`config.mk`:
```
export PLATFORM = sky130hd
export DESIGN_NAME = cpu_interrupt_controller
export DESIGN_NICKNAME = d
export VERILOG_FILES = /design/src/pkg/irq_ctrl_pkg.sv /design/src/hw/cpu_interrupt_controller.sv
export SDC_FILE = /design/constraint.sdc
export NUM_CORES = 1
export LEC_CHECK = 0
export BUFFER_PORTS_ARGS = -buffer_cell sky130_fd_sc_hd__buf_2
export CAP_MARGIN = 10
export CORE_MARGIN = 1
export CORE_UTILIZATION = 60
export CTS_CLUSTER_DIAMETER = 100
export DETAILED_ROUTE_END_ITERATION = 8
export PLACE_DENSITY = 0.82
export SLEW_MARGIN = 20
export SYNTH_ARGS = -nofsm -noshare
export SYNTH_HDL_FRONTEND = slang
export SYNTH_SLANG_ARGS = --single-unit
```
`constraint.sdc`:
```
create_clock -name clk -period 6 [get_ports clk]
set_input_delay 0.9 -clock clk [delete_from_list [all_inputs] [get_ports clk]]
set_output_delay 0.9 -clock clk [all_outputs]
set_load 0.005 [all_outputs]
```
`src/pkg/irq_ctrl_pkg.sv`:
```
/*
 * Constants, types and register map of the core interrupt controller.
 * Assumes one clock equal to the core machine cycle.
 */
`default_nettype none
package irq_ctrl_pkg;
    localparam int NUM_SRC = 11;
    localparam int NUM_GRP = 6;
    localparam logic [7:0] OFS_PRIO_LOW = 8'h00;
    localparam logic [7:0] OFS_PRIO_HIGH = 8'h01;
    localparam logic [7:0] OFS_ENABLE_FIRST = 8'h02;
    localparam logic [7:0] OFS_ENABLE_SECOND = 8'h03;
    localparam logic [7:0] OFS_ENABLE_THIRD = 8'h04;
    localparam logic [7:0] OFS_TIMER_EDGE = 8'h05;
    localparam logic [7:0] OFS_EXT_FLAGS = 8'h06;
    localparam logic [7:0] OFS_EXT_POLARITY = 8'h07;
    localparam logic [7:0] RST_REG = 8'h00;
    localparam int BIT_GLOBAL_EN = 7;
    localparam int BIT_WDOG_STARTED = 6;
    localparam int BIT_TIMER_B_FLAG = 7;
    localparam int BIT_TIMER_A_FLAG = 5;
    localparam int BIT_EXT_ONE_FLAG = 3;
    localparam int BIT_EXT_ONE_TYPE = 2;
    localparam int BIT_EXT_ZERO_FLAG = 1;
    localparam int BIT_EXT_ZERO_TYPE = 0;
    localparam logic [7:0] MASK_PRIO_LOW = 8'h3f;
    localparam logic [7:0] MASK_ENABLE_FIRST = 8'hdf;
    localparam logic [7:0] MASK_ENABLE_SECOND = 8'h7e;
    localparam logic [7:0] MASK_ENABLE_THIRD = 8'h01;
    localparam logic [7:0] MASK_EXT_FLAGS = 8'h3e;
    localparam logic [7:0] MASK_EXT_POLARITY = 8'h03;
    localparam int DETECT_CYCLES = 1;
    localparam int CALL_CYCLES = 6;
    localparam int MIN_LATENCY = DETECT_CYCLES + CALL_CYCLES;
    // Source index: 0 ext0, 1 timer a, 2 ext1, 3 timer b, 4 serial a, 5 serial b, 6..10 ext2..ext6.
    localparam logic [15:0] VEC_TABLE [NUM_SRC] = '{16'h0003, 16'h000b, 16'h0013, 16'h001b, 16'h0023,
        16'h0083, 16'h004b, 16'h0053, 16'h005b, 16'h0063, 16'h006b};

    typedef struct packed {
        logic instr_done;
        logic instr_is_return;
    } core_status_t;

    typedef struct packed {
        logic active;
        logic [15:0] vector;
        logic [1:0] level;
    } forced_call_t;

    typedef struct packed {
        logic found;
        logic [3:0] src;
        logic [1:0] level;
    } arb_t;
endpackage
`default_nettype wire

```
`src/hw/cpu_interrupt_controller.sv`:
```
/*
 * Interrupt controller of the 8-bit core: flags, enables, four priority levels, forced call.
 * Assumes the core reports instruction completion and return-from-interrupt in the same clock.
 */
// Our own choices: the address map and the plain strobed port.
`timescale 1ns/1ps
`default_nettype none
module cpu_interrupt_controller #(
    parameter int ADDR_W = 8
) (
    input wire logic clk,
    input wire logic resetn,
    input wire logic [ADDR_W-1:0] reg_addr,
    input wire logic [7:0] reg_wdata,
    input wire logic reg_wr,
    input wire logic reg_rd,
    output logic [7:0] reg_rdata,
    input wire logic timer_a_ovf,
    input wire logic timer_b_ovf,
    input wire logic serial_a_req,
    input wire logic serial_b_req,
    input wire logic [6:0] ext_src,
    input wire logic watchdog_started,
    input wire irq_ctrl_pkg::core_status_t core,
    output irq_ctrl_pkg::forced_call_t forced_long_call,
    output logic vector_entry,
    output logic timer_a_service_ack,
    output logic timer_b_service_ack
);
    import irq_ctrl_pkg::*;

    typedef enum {ST_IDLE, ST_CALL} call_state_t;

    logic [7:0] prio_low_ff, prio_high_ff, en_first_ff, en_second_ff, en_third_ff;
    logic [7:0] tmr_ctrl_ff, ext_flags_ff, polarity_ff;
    logic [6:0] ext_meta_ff, ext_sync_ff, ext_prev_ff;
    logic wdog_meta_ff, wdog_sync_ff;
    logic [NUM_SRC-1:0] sample_ff, flags, enables, pending;
    logic [3:0] in_service_ff;
    call_state_t state_ff;
    logic [2:0] call_cnt_ff;
    logic [7:0] rdata_nxt;
    logic [6:0] ext_in, ext_rise;
    logic ext0_fall, ext1_fall, wr_ctrl, blocked, ack, ret_done;
    arb_t win;

    function automatic logic [2:0] grp_of(input int s);
        if (s < 5) begin
            return 3'(s);
        end else if (s == 5) begin
            return 3'd0;
        end
        return 3'(s - 5);
    endfunction

    function automatic arb_t arbitrate(input logic [NUM_SRC-1:0] pend, input logic [7:0] plo,
                                       input logic [7:0] phi);
        arb_t r;
        logic [1:0] lvl;
        r = '0;
        for (int l = 0; l < 4; l++) begin
            for (int g = NUM_GRP - 1; g >= 0; g--) begin
                for (int s = NUM_SRC - 1; s >= 0; s--) begin
                    lvl = {phi[grp_of(s)], plo[grp_of(s)]};
                    if (pend[s] && grp_of(s) == 3'(g) && lvl == 2'(l)) begin
                        r.found = 1'b1;
                        r.src = 4'(s);
                        r.level = lvl;
                    end
                end
            end
        end
        return r;
    endfunction

    function automatic logic [2:0] top_level(input logic [3:0] act);
        logic [2:0] t;
        t = 3'd0;
        for (int l = 0; l < 4; l++) begin
            if (act[l]) begin
                t = 3'(l + 1);
            end
        end
        return t;
    endfunction

    always_ff @(posedge clk) begin
        if (!resetn) begin
            ext_meta_ff <= '0;
            ext_sync_ff <= '0;
            ext_prev_ff <= '0;
            wdog_meta_ff <= 1'b0;
            wdog_sync_ff <= 1'b0;
        end else begin
            ext_meta_ff <= ext_src;
            ext_sync_ff <= ext_meta_ff;
            ext_prev_ff <= ext_sync_ff;
            wdog_meta_ff <= watchdog_started;
            wdog_sync_ff <= wdog_meta_ff;
        end
    end

    // Sources five and six are inverted so a falling source edge looks like a rise.
    assign ext_in = {~ext_sync_ff[6:5], ext_sync_ff[4:0]};
    assign ext_rise = {ext_in[6:5] & ~(~ext_prev_ff[6:5]), ext_in[4:0] & ~ext_prev_ff[4:0]};
    assign ext0_fall = ext_prev_ff[0] & ~ext_sync_ff[0];
    assign ext1_fall = ext_prev_ff[1] & ~ext_sync_ff[1];

    assign flags = {ext_flags_ff[5:1], serial_b_req, serial_a_req, tmr_ctrl_ff[BIT_TIMER_B_FLAG],
                    tmr_ctrl_ff[BIT_EXT_ONE_FLAG], tmr_ctrl_ff[BIT_TIMER_A_FLAG], tmr_ctrl_ff[BIT_EXT_ZERO_FLAG]};
    assign enables = {en_second_ff[5:1], en_third_ff[0], en_first_ff[4:0]};

    always_ff @(posedge clk) begin
        if (!resetn) begin
            sample_ff <= '0;
        end else begin
            sample_ff <= flags;
        end
    end

    assign pending = sample_ff & enables & {NUM_SRC{en_first_ff[BIT_GLOBAL_EN]}};
    assign win = arbitrate(pending, prio_low_ff, prio_high_ff);
    assign wr_ctrl = reg_wr && (reg_addr == ADDR_W'(OFS_ENABLE_FIRST) || reg_addr == ADDR_W'(OFS_ENABLE_SECOND)
                     || reg_addr == ADDR_W'(OFS_ENABLE_THIRD) || reg_addr == ADDR_W'(OFS_PRIO_LOW)
                     || reg_addr == ADDR_W'(OFS_PRIO_HIGH));
    assign blocked = core.instr_is_return || wr_ctrl;
    assign ack = state_ff == ST_IDLE && core.instr_done && !blocked && win.found
                 && {1'b0, win.level} >= top_level(in_service_ff);
    assign ret_done = core.instr_done && core.instr_is_return;

    always_ff @(posedge clk) begin
        if (!resetn) begin
            state_ff <= ST_IDLE;
            call_cnt_ff <= '0;
            forced_long_call <= '0;
            vector_entry <= 1'b0;
        end else begin
            vector_entry <= 1'b0;
            case (state_ff)
                ST_IDLE: begin
                    if (ack) begin
                        state_ff <= ST_CALL;
                        call_cnt_ff <= 3'(CALL_CYCLES - 1);
                        forced_long_call.active <= 1'b1;
                        forced_long_call.vector <= VEC_TABLE[win.src];
                        forced_long_call.level <= win.level;
                    end
                end
                ST_CALL: begin
                    if (call_cnt_ff == 3'd0) begin
                        state_ff <= ST_IDLE;
                        forced_long_call.active <= 1'b0;
                        vector_entry <= 1'b1;
                    end else begin
                        call_cnt_ff <= call_cnt_ff - 3'd1;
                    end
                end
                default: begin
                    state_ff <= ST_IDLE;
                end
            endcase
        end
    end

    always_ff @(posedge clk) begin
        if (!resetn) begin
            in_service_ff <= '0;
        end else if (ack) begin
            in_service_ff[win.level] <= 1'b1;
        end else if (ret_done && top_level(in_service_ff) != 3'd0) begin
            in_service_ff[2'(top_level(in_service_ff) - 3'd1)] <= 1'b0;
        end
    end

    always_ff @(posedge clk) begin
        if (!resetn) begin
            timer_a_service_ack <= 1'b0;
            timer_b_service_ack <= 1'b0;
        end else begin
            timer_a_service_ack <= ack && win.src == 4'd1;
            timer_b_service_ack <= ack && win.src == 4'd3;
        end
    end

    // Hardware setting wins over both software and acknowledge clearing.
    always_ff @(posedge clk) begin
        if (!resetn) begin
            tmr_ctrl_ff <= RST_REG;
        end else begin
            if (reg_wr && reg_addr == ADDR_W'(OFS_TIMER_EDGE)) begin
                tmr_ctrl_ff <= reg_wdata;
            end
            if (ack && win.src == 4'd1) begin
                tmr_ctrl_ff[BIT_TIMER_A_FLAG] <= 1'b0;
            end
            if (ack && win.src == 4'd3) begin
                tmr_ctrl_ff[BIT_TIMER_B_FLAG] <= 1'b0;
            end
            if (ack && win.src == 4'd0) begin
                tmr_ctrl_ff[BIT_EXT_ZERO_FLAG] <= 1'b0;
            end
            if (ack && win.src == 4'd2) begin
                tmr_ctrl_ff[BIT_EXT_ONE_FLAG] <= 1'b0;
            end
            if (timer_a_ovf) begin
                tmr_ctrl_ff[BIT_TIMER_A_FLAG] <= 1'b1;
            end
            if (timer_b_ovf) begin
                tmr_ctrl_ff[BIT_TIMER_B_FLAG] <= 1'b1;
            end
            // Type select high latches a falling edge; low makes the flag follow a low level.
            if (tmr_ctrl_ff[BIT_EXT_ZERO_TYPE] ? ext0_fall : !ext_sync_ff[0]) begin
                tmr_ctrl_ff[BIT_EXT_ZERO_FLAG] <= 1'b1;
            end else if (!tmr_ctrl_ff[BIT_EXT_ZERO_TYPE]) begin
                tmr_ctrl_ff[BIT_EXT_ZERO_FLAG] <= 1'b0;
            end
            if (tmr_ctrl_ff[BIT_EXT_ONE_TYPE] ? ext1_fall : !ext_sync_ff[1]) begin
                tmr_ctrl_ff[BIT_EXT_ONE_FLAG] <= 1'b1;
            end else if (!tmr_ctrl_ff[BIT_EXT_ONE_TYPE]) begin
                tmr_ctrl_ff[BIT_EXT_ONE_FLAG] <= 1'b0;
            end
        end
    end

    always_ff @(posedge clk) begin
        if (!resetn) begin
            ext_flags_ff <= RST_REG;
        end else begin
            if (reg_wr && reg_addr == ADDR_W'(OFS_EXT_FLAGS)) begin
                ext_flags_ff <= reg_wdata & MASK_EXT_FLAGS;
            end
            // External 6 is left for software to clear.
            for (int s = 6; s < 10; s++) begin
                if (ack && win.src == 4'(s)) begin
                    ext_flags_ff[s - 5] <= 1'b0;
                end
            end
            // Polarity bit high selects a rising edge for ext2 and ext3.
            for (int i = 2; i < 4; i++) begin
                if (polarity_ff[i - 2] ? ext_rise[i] : (ext_prev_ff[i] & ~ext_sync_ff[i])) begin
                    ext_flags_ff[i - 1] <= 1'b1;
                end
            end
            for (int i = 4; i < 7; i++) begin
                if (ext_rise[i]) begin
                    ext_flags_ff[i - 1] <= 1'b1;
                end
            end
        end
    end

    always_ff @(posedge clk) begin
        if (!resetn) begin
            prio_low_ff <= RST_REG;
            prio_high_ff <= RST_REG;
            en_first_ff <= RST_REG;
            en_second_ff <= RST_REG;
            en_third_ff <= RST_REG;
            polarity_ff <= RST_REG;
        end else if (reg_wr) begin
            case (reg_addr)
                ADDR_W'(OFS_PRIO_LOW): prio_low_ff <= reg_wdata & MASK_PRIO_LOW;
                ADDR_W'(OFS_PRIO_HIGH): prio_high_ff <= reg_wdata & MASK_PRIO_LOW;
                ADDR_W'(OFS_ENABLE_FIRST): en_first_ff <= reg_wdata & MASK_ENABLE_FIRST;
                ADDR_W'(OFS_ENABLE_SECOND): en_second_ff <= reg_wdata & MASK_ENABLE_SECOND;
                ADDR_W'(OFS_ENABLE_THIRD): en_third_ff <= reg_wdata & MASK_ENABLE_THIRD;
                ADDR_W'(OFS_EXT_POLARITY): polarity_ff <= reg_wdata & MASK_EXT_POLARITY;
                default: begin
                end
            endcase
        end
    end

    always_comb begin
        rdata_nxt = 8'h00;
        case (reg_addr)
            ADDR_W'(OFS_PRIO_LOW): begin
                rdata_nxt = prio_low_ff;
                rdata_nxt[BIT_WDOG_STARTED] = wdog_sync_ff;
            end
            ADDR_W'(OFS_PRIO_HIGH): rdata_nxt = prio_high_ff;
            ADDR_W'(OFS_ENABLE_FIRST): rdata_nxt = en_first_ff;
            ADDR_W'(OFS_ENABLE_SECOND): rdata_nxt = en_second_ff;
            ADDR_W'(OFS_ENABLE_THIRD): rdata_nxt = en_third_ff;
            ADDR_W'(OFS_TIMER_EDGE): rdata_nxt = tmr_ctrl_ff;
            ADDR_W'(OFS_EXT_FLAGS): rdata_nxt = ext_flags_ff;
            ADDR_W'(OFS_EXT_POLARITY): rdata_nxt = polarity_ff;
            default: rdata_nxt = 8'h00;
        endcase
    end

    always_ff @(posedge clk) begin
        if (!resetn) begin
            reg_rdata <= 8'h00;
        end else begin
            reg_rdata <= reg_rd ? rdata_nxt : 8'h00;
        end
    end
endmodule // cpu_interrupt_controller
`default_nettype wire

```
==> results of run 1 <==
[layout by cell type, fill, tap and decap left out, types with 4 or more instances in the layout]
master    instances
and3_1            8
nor2_1           77
inv_1            11
nor2b_4           4
conb_1            9
nor3_2            4
and4b_1           4
clkbuf_8          9
nand4_1           7
or2_2             5
nor2b_1          12
nor3b_1           6
a211oi_1          9
nor4_1            7
ha_1              4
and2_1           38
nor3_1            5
o21ai_0          11
o22ai_1           8
o31ai_1           4
a21oi_1          29
nand3_1          28
a22o_1            6
mux2_2            6
or3_1             6
o32ai_1           4
a32o_1            4
mux2i_1          35
nand2b_1          9
o22a_1            4
a31oi_1           5
buf_2            54
a22oi_1          11
nand2_1          40
dfxtp_1         102
[power breakdown]
part,internal [µW],switching [µW],total [µW],leakage [µW]
clock network,156,254,410,0.0000864
registers,696,8.89,705,0.000838
logic,21.7,36.2,57.8,0.00145
[cells by family after synthesis]
logic type	share of synthesized area [%]
other	0.0682
AO/OA/AOI/OAI	17.6
multiplexers	8.83
XOR/XNOR	0.319
flip-flops	37.5
buffers and inverters	4.73
adder cells (fa/ha/maj)	0.910
AND/OR/NAND/NOR	30.1
[cells in the mapped netlist, drive strengths merged, types with 7 or more instances]
master  count  area, µm²
nor2b      16        130
clkbuf     15       57.6
a22oi      11       82.6
nor4        8       65.1
o22ai       8       50.1
and3        9       61.3
inv        11       41.3
buf        24        161
nand3      29        158
a211oi      9       67.6
mux2i      35        350
dfxtp     103       2060
nand4       8       65.1
nand2      40        150
nor2       78        295
or2         7       43.8
o21ai      13       68.8
and2       38        238
a21oi      30        154
nand2b     11       78.8
nor3        9       65.1
[metal layers]
metal | up-vias | track usage [%] | wire [µm]
li1 | 2324 | - | -
met1 | 2342 | 44.6 | 6540
met2 | 277 | 54.7 | 7260
met3 | 45 | 5.44 | 1170
met4 | 0 | 13.9 | 545
met5 | - | 0 | 0
[worst max-delay path by stage]
stage / to / slack (ns) / depth (start not counted) / from
floorplan: ext_flags_ff[1]$_SDFFE_PN0P_ / 2.88 / 15 / en_first_ff[7]$_SDFFE_PN0P_
global placement: tmr_ctrl_ff[5]$_SDFFE_PN0P_ / 1.57 / 13 / en_first_ff[7]$_SDFFE_PN0P_
detailed placement: tmr_ctrl_ff[5]$_SDFFE_PN0P_ / 1.30 / 13 / en_first_ff[7]$_SDFFE_PN0P_
CTS: tmr_ctrl_ff[5]$_SDFFE_PN0P_ / 1.30 / 13 / en_first_ff[7]$_SDFFE_PN0P_
global route: tmr_ctrl_ff[5]$_SDFFE_PN0P_ / 1.28 / 13 / en_first_ff[7]$_SDFFE_PN0P_
finish: tmr_ctrl_ff[5]$_SDFFE_PN0P_ / 1.64 / 13 / en_first_ff[7]$_SDFFE_PN0P_
[state kept, by name, summed over array words and instances, names as in the netlist, 2 cells and up]
signal,count
ext_meta_ff,7
call_cnt_ff,3
en_second_ff,6
prio_high_ff,6
sample_ff,11
forced_long_call,9
ext_sync_ff,7
reg_rdata,8
tmr_ctrl_ff,8
in_service_ff,4
ext_flags_ff,5
ext_prev_ff,7
polarity_ff,2
en_first_ff,7
prio_low_ff,6
[metrics by stage]
step	instances	util [%]	area, µm²	setup slack (ns)
after global placement	754	65.0	5720	1.57
after floorplan	630	-	5530	2.88
after detailed placement	754	65.0	5720	1.30
after CTS	769	67.0	5900	1.30
final	769	67.1	5900	1.64
after global routing	769	67.1	5900	1.28
[critical path, delay by kind of cell, from the launching register on]
kind	cells	cell delay, ns
AND/OR/NAND/NOR	5	1.09
AO/OA/AOI/OAI	7	2.15
flip-flops	1	0.74
adder cells (fa/ha/maj)	1	0.29
[area by class of cell]
cell class	instances	area, µm²
Clock buffer	9	124
Clock inverter	6	56.3
Fill cell	720	2900
Inverter	11	41.3
Multi-Input combinational cell	477	3210
Sequential cell	103	2060
Tap cell	108	135
Timing Repair Buffer	55	278
==> flow_summary.json, run 1 <==
{
  "critPathMostFrequentCell": "a21oi_1",
  "ctsHoldBuffers": 0,
  "fin_crit_sh_pct": 72.7,
  "syn_inst": 622,
  "yosysWarnings": 0,
  "cts_buffer_depth": 2,
  "fp-row-count": 34,
  "overflow": 0,
  "finalPower_uw": 1170,
  "ys_seq_elements": 103,
  "root_buffer": "clkbuf_8",
  "num_vias": 4988,
  "r2r-start": "en_first_ff[7]$_SDFFE_PN0P_",
  "hold_viol_final": 0,
  "vias_per_cell": 6.49,
  "dieArea_um2": 9550,
  "hp-start": "ext_meta_ff[2]$_SDFF_PN0_",
  "worstRegToRegCells": 13,
  "status": "complete, but fails checks",
  "grt_pass1_vias": 4787,
  "wl_mm": 15.5,
  "n_antenna_cell": 0,
  "setup_viol": 0,
  "tightest_slew_ns": 0.829,
  "io_pins": 64,
  "violations": "DRC",
  "htreeDepth": 3,
  "timing.rr.end": "tmr_ctrl_ff[5]$_SDFFE_PN0P_",
  "max_freq_mhz": 229,
  "drive_gt1_share_pct": 16.6,
  "ys_seq_area_share_pct": 37.5,
  "place.gp.congestion": 0.898,
  "leakage_uw": 0.00237,
  "clk_pin_slew_worst_paths_ns": 0.11,
  "path_cells": "nand2_1 -> o32ai_1 -> and4bb_1 -> nand2_1 -> a21oi_1 -> ha_1 -> nand2b_1 -> a21oi_1 -> a311oi_1 -> o31a_1 -> and3_4 -> a21oi_1 -> o21a_1",
  "drc_errors": 6,
  "syn-cell-area_um2": 5500,
  "drtIter0Drc": 456,
  "required_ns": 6.27,
  "fin_setup_tns_ns": 0,
  "rsz0062_at_grt": "false",
  "antenna_found_initial": 0,
  "min_period_ns": 4.36,
  "cap_violations": 0,
  "cts_buffers": 9,
  "async_flop_share_pct": 0,
  "avgSynthCellArea_um2": 8.84,
  "grt_usage_pct": 33.6,
  "cts_resized": 0,
  "critical_path_class": "reg -> reg",
  "postCtsSetupRepairBufs": 0,
  "min_path_cells": 1,
  "crit_path_start_kind": "flip-flop",
  "fp.dieW_um": 97.7,
  "min_to": "ext_sync_ff[2]$_SDFF_PN0_",
  "die-height_um": 97.7,
  "firstDrtPassIters": 7,
  "start_util_pct": 62.4,
  "clk_latency_ns": 0.37,
  "crit_path_top_delay_cell": "dfxtp_2",
  "final_nets": 695,
  "routedWlPerCell_um": 20.2,
  "grt_max_degree": 51,
  "slew_headroom_pct": 44.6,
  "postRouteAntennaNets": 0,
  "cp_max_fo": 32,
  "fin_worst_skew_ns": 0.0198,
  "max_stage_delay_ns": 0.74,
  "core_um2": 8810,
  "power_density_nw_per_um2": 199,
  "reg2reg_slack_ns": 1.64,
  "slew_viol_final": 0,
  "cts_sinks": 103,
  "ys.flop_type": "dfxtp_1",
  "hp-class": "reg -> reg",
  "synth_cell_type_count": 90,
  "end_kind": "flip-flop",
  "portBuffers": 54,
  "critPathArrivalTime_ns": 4.63,
  "grt_pass1_wl_mm": 25.0,
  "synth_edf_count": 0,
  "dp_hpwl_mm": 11.5,
  "vdd_ir_drop_max_mv": 0.189,
  "cts_tree": "done",
  "syn_to_final_growth_pct": 7.37,
  "hold_ws_ns": 0.440
}
Power figures use the tool's default switching activity.
==> inputs of run 2 (changes only) <==
--- a/config.mk
+++ b/config.mk
@@ -5,13 +5,14 @@
 export SDC_FILE = /design/constraint.sdc
 export NUM_CORES = 1
 export LEC_CHECK = 0
+export ABC_AREA = 1
 export BUFFER_PORTS_ARGS = -buffer_cell sky130_fd_sc_hd__buf_2
 export CAP_MARGIN = 10
 export CORE_MARGIN = 1
-export CORE_UTILIZATION = 60
+export CORE_UTILIZATION = 52
 export CTS_CLUSTER_DIAMETER = 100
 export DETAILED_ROUTE_END_ITERATION = 8
-export PLACE_DENSITY = 0.82
+export PLACE_DENSITY = 0.76
 export SLEW_MARGIN = 20
 export SYNTH_ARGS = -nofsm -noshare
 export SYNTH_HDL_FRONTEND = slang
==> constraint.sdc (replaced) <==
create_clock -name clk -period 3.92 [get_ports clk]
set_input_delay 0.588 -clock clk [delete_from_list [all_inputs] [get_ports clk]]
set_output_delay 0.588 -clock clk [all_outputs]
set_load 0.005 [all_outputs]
==> run 2 against run 1 <==
  * Register-to-register slack got worse by 1.3 ns
  * The flow now finishes without violations
  * Highest routed layer unchanged
  * Cell area decreased by 2.7%
  * Global-route usage decreased by 4.0 points
  * Cell count increased by 26%
==> flow_summary.json, run 2 <==
{
  "status": "finished clean",
  "grt_pass1_wl_mm": 23.1,
  "fin_crit_sh_pct": 92.3,
  "stdcell_area_um2": 5740,
  "htreeDepth": 3,
  "placed_cells": 950,
  "slew_viol_final": 0,
  "end_kind": "flip-flop",
  "ys_top_cells_by_count": "153 x inv_1, 151 x nand2_1, 103 x dfxtp_1",
  "power_density_nw_per_um2": 314,
  "crit_path_start_kind": "flip-flop",
  "critPathMostFrequentCell": "nand3_1",
  "yosysMostFrequentCell": "inv_1",
  "synth-simple-area-share_pct": 27.6,
  "clk_pin_slew_worst_paths_ns": 0.11,
  "fillers": 920,
  "root_buffer": "clkbuf_8",
  "cp_max_fo": 15,
  "final_util_pct": 61.3,
  "clk_latency_ns": 0.37,
  "critical_path_class": "reg -> reg",
  "async_flop_share_pct": 0,
  "reg2reg_slack_ns": 0.30,
  "reg.largest.list": "sample_ff: 11 flops, forced_long_call: 9 flops",
  "tightest_slew_ns": 0.807,
  "synth_fa_ha_area_share_pct": 0.978,
  "cts_tree": "done",
  "synthMuxAreaShare_pct": 0,
  "hold_viol_final": 0,
  "io_pins": 64,
  "hp-start": "ext_src[0]",
  "drc_errors": 0,
  "drive_gt1_share_pct": 12.3,
  "synth_top_family_by_area": "simple AND/OR/NAND/NOR gates",
  "vdd_ir_drop_max_mv": 0.379,
  "min_path_cells": 3,
  "layout_commonest_cell": "inv_1",
  "rsz0062_at_grt": "false",
  "core_um2": 9370,
  "postRouteAntennaNets": 0,
  "n_antenna_cell": 0,
  "cts_buffers": 9,
  "synth_cell_type_count": 41,
  "max_stage_delay_ns": 0.41,
  "fp-row-count": 35,
  "portBuffers": 54,
  "vias_per_cell": 5.29,
  "wl_mm": 14.3,
  "largest_reg_flops": 11,
  "dieArea_um2": 10200,
  "grt_pass1_vias": 4894,
  "place.gp.congestion": 0.954,
  "slew_headroom_pct": 45.9,
  "ys.flop_type": "dfxtp_1",
  "syn_to_final_growth_pct": 12.3,
  "critPathTopFamily": "simple AND/OR/NAND/NOR gates",
  "synthXorXnorAreaFrac_pct": 0,
  "drtIter0Drc": 383,
  "leakage_uw": 0.00269,
  "min_period_ns": 3.62,
  "required_ns": 4.16,
  "dpl_cell_area_um2": 5540,
  "fp.dieW_um": 101,
  "setup_viol": 0,
  "fin_setup_tns_ns": 0,
  "cts_sinks": 103,
  "synth-compound-area-share_pct": 17.0,
  "cts_buffer_depth": 2,
  "hp-class": "in -> reg",
  "synth_edf_count": 0,
  "r2r-start": "en_first_ff[7]$_SDFFE_PN0P_",
  "ys_seq_elements": 103,
  "layout_common_cells": "153 x inv_1, 151 x nand2_1, 103 x dfxtp_1",
  "critPathArrivalTime_ns": 3.86,
  "antenna_found_initial": 0,
  "yosysWarnings": 0,
  "die-height_um": 101,
  "crit_path_top_delay_cell": "a2111oi_0",
  "syn_inst": 769,
  "avgSynthCellArea_um2": 6.65,
  "dp_hpwl_mm": 11.0,
  "crit_buf_inv": 3,
  "timing.rr.end": "tmr_ctrl_ff[5]$_SDFFE_PN0P_",
  "fin_worst_skew_ns": 0.0126,
  "firstDrtPassIters": 5,
  "min_to": "ext_meta_ff[0]$_SDFF_PN0_",
  "max_freq_mhz": 276,
  "worstRegToRegCells": 18,
  "final_nets": 871,
  "ys_seq_area_share_pct": 40.3,
  "path_cells": "buf_4 -> nand3_1 -> nor3_1 -> nor2_1 -> nand2_1 -> inv_1 -> nand4_1 -> or2_2 -> o21ai_2 -> inv_1 -> ha_1 -> o21ai_0 -> a2111oi_0 -> nand2_1 -> nor3_2 -> nand3_1 -> nand3_1 -> a21oi_1",
  "start_util_pct": 54.6,
  "overflow": 0,
  "regMostFlops": "sample_ff",
  "cap_violations": 0,
  "num_vias": 5119,
  "grt_usage_pct": 29.7,
  "yosys.area.top_type": "dfxtp_1",
  "fin_cells": 967,
  "grt_max_degree": 72,
  "routedWlPerCell_um": 14.7,
  "synth_top_area_share_pct": 40.3,
  "syn-cell-area_um2": 5120,
  "hold_ws_ns": 0.391,
  "synth.area.top_cells": "dfxtp_1 40%, inv_1 11%, nand2_1 11%"
}
run 2: worst max path at each step:
stage	startpoint	endpoint	slack, ns	cells past startpoint
final	en_first_ff[7]$_SDFFE_PN0P_	tmr_ctrl_ff[5]$_SDFFE_PN0P_	0.30	18
after global routing	en_first_ff[7]$_SDFFE_PN0P_	forced_long_call[6]$_SDFFE_PN0P_	0.07	20
after CTS	en_first_ff[7]$_SDFFE_PN0P_	tmr_ctrl_ff[5]$_SDFFE_PN0P_	0.17	18
after detailed placement	en_first_ff[7]$_SDFFE_PN0P_	tmr_ctrl_ff[5]$_SDFFE_PN0P_	0.18	18
after global placement	en_first_ff[7]$_SDFFE_PN0P_	forced_long_call[6]$_SDFFE_PN0P_	0.41	18
after floorplan	en_first_ff[7]$_SDFFE_PN0P_	forced_long_call[8]$_SDFFE_PN0P_	0.64	18
run 2: kinds of logic (layout without fill, tap and decap cells):
group / count (synthesis) / after routing
simple gates: 327 / 327
buf+inv: 180 / 241
compound gates: 154 / 154
flops: 103 / 103
fa+ha+maj: 4 / 4
other cells: 1 / 9
run 2: worst register-to-register path, delay by kind of cell (launching register included):
| kind | cells | cell delay [ns] |
|---|---|---|
| AND/OR/NAND/NOR | 10 | 1.75 |
| AO/OA/AOI/OAI | 4 | 0.74 |
| buffers and inverters | 3 | 0.39 |
| flip-flops | 1 | 0.31 |
| adder cells (fa/ha/maj) | 1 | 0.29 |
run 2: area by class of cell:
| cell class | instances | area [µm²] | share of cell area (%) |
|---|---|---|---|
| tap | 129 | 161 | 2.81 |
| inverter | 157 | 589 | 10.3 |
| sequential | 103 | 2060 | 35.9 |
| timing repair buffer | 68 | 375 | 6.53 |
| multi-input combinational | 494 | 2370 | 41.2 |
| clock inverter | 6 | 61.3 | 1.07 |
| clock buffer | 10 | 128 | 2.22 |
run 2: report_power, final:
part / internal [µW] / total (µW) / switching, µW
clock: 247 / 647 / 400
sequential: 1070 / 1080 / 11.2
combinational: 26.3 / 80.3 / 54.0
total: 1340 / 1800 / 465
run 2: layer usage:
metal,GRT usage [%],vias up,wire length (µm)
li1,-,2563,-
met1,36.3,2319,6130
met4,12.7,0,509
met2,49.7,199,6710
met3,7.45,38,909
met5,0,-,0
run 2: repair_timing:
item	4_1_cts	5_1_grt
hold buffers	0	0
buffers inserted	0	1
gates resized for setup	0	2
endpoints found under the setup margin	0	21
run 2: stage by stage:
| stage | setup WS (ns) | power (µW) |
|---|---|---|
| after global routing | 0.0726 | 1870 |
| after global placement | 0.407 | 1180 |
| after floorplan | 0.637 | 1150 |
| after CTS | 0.173 | 1810 |
| after detailed placement | 0.182 | 1180 |
| final | 0.300 | 1800 |
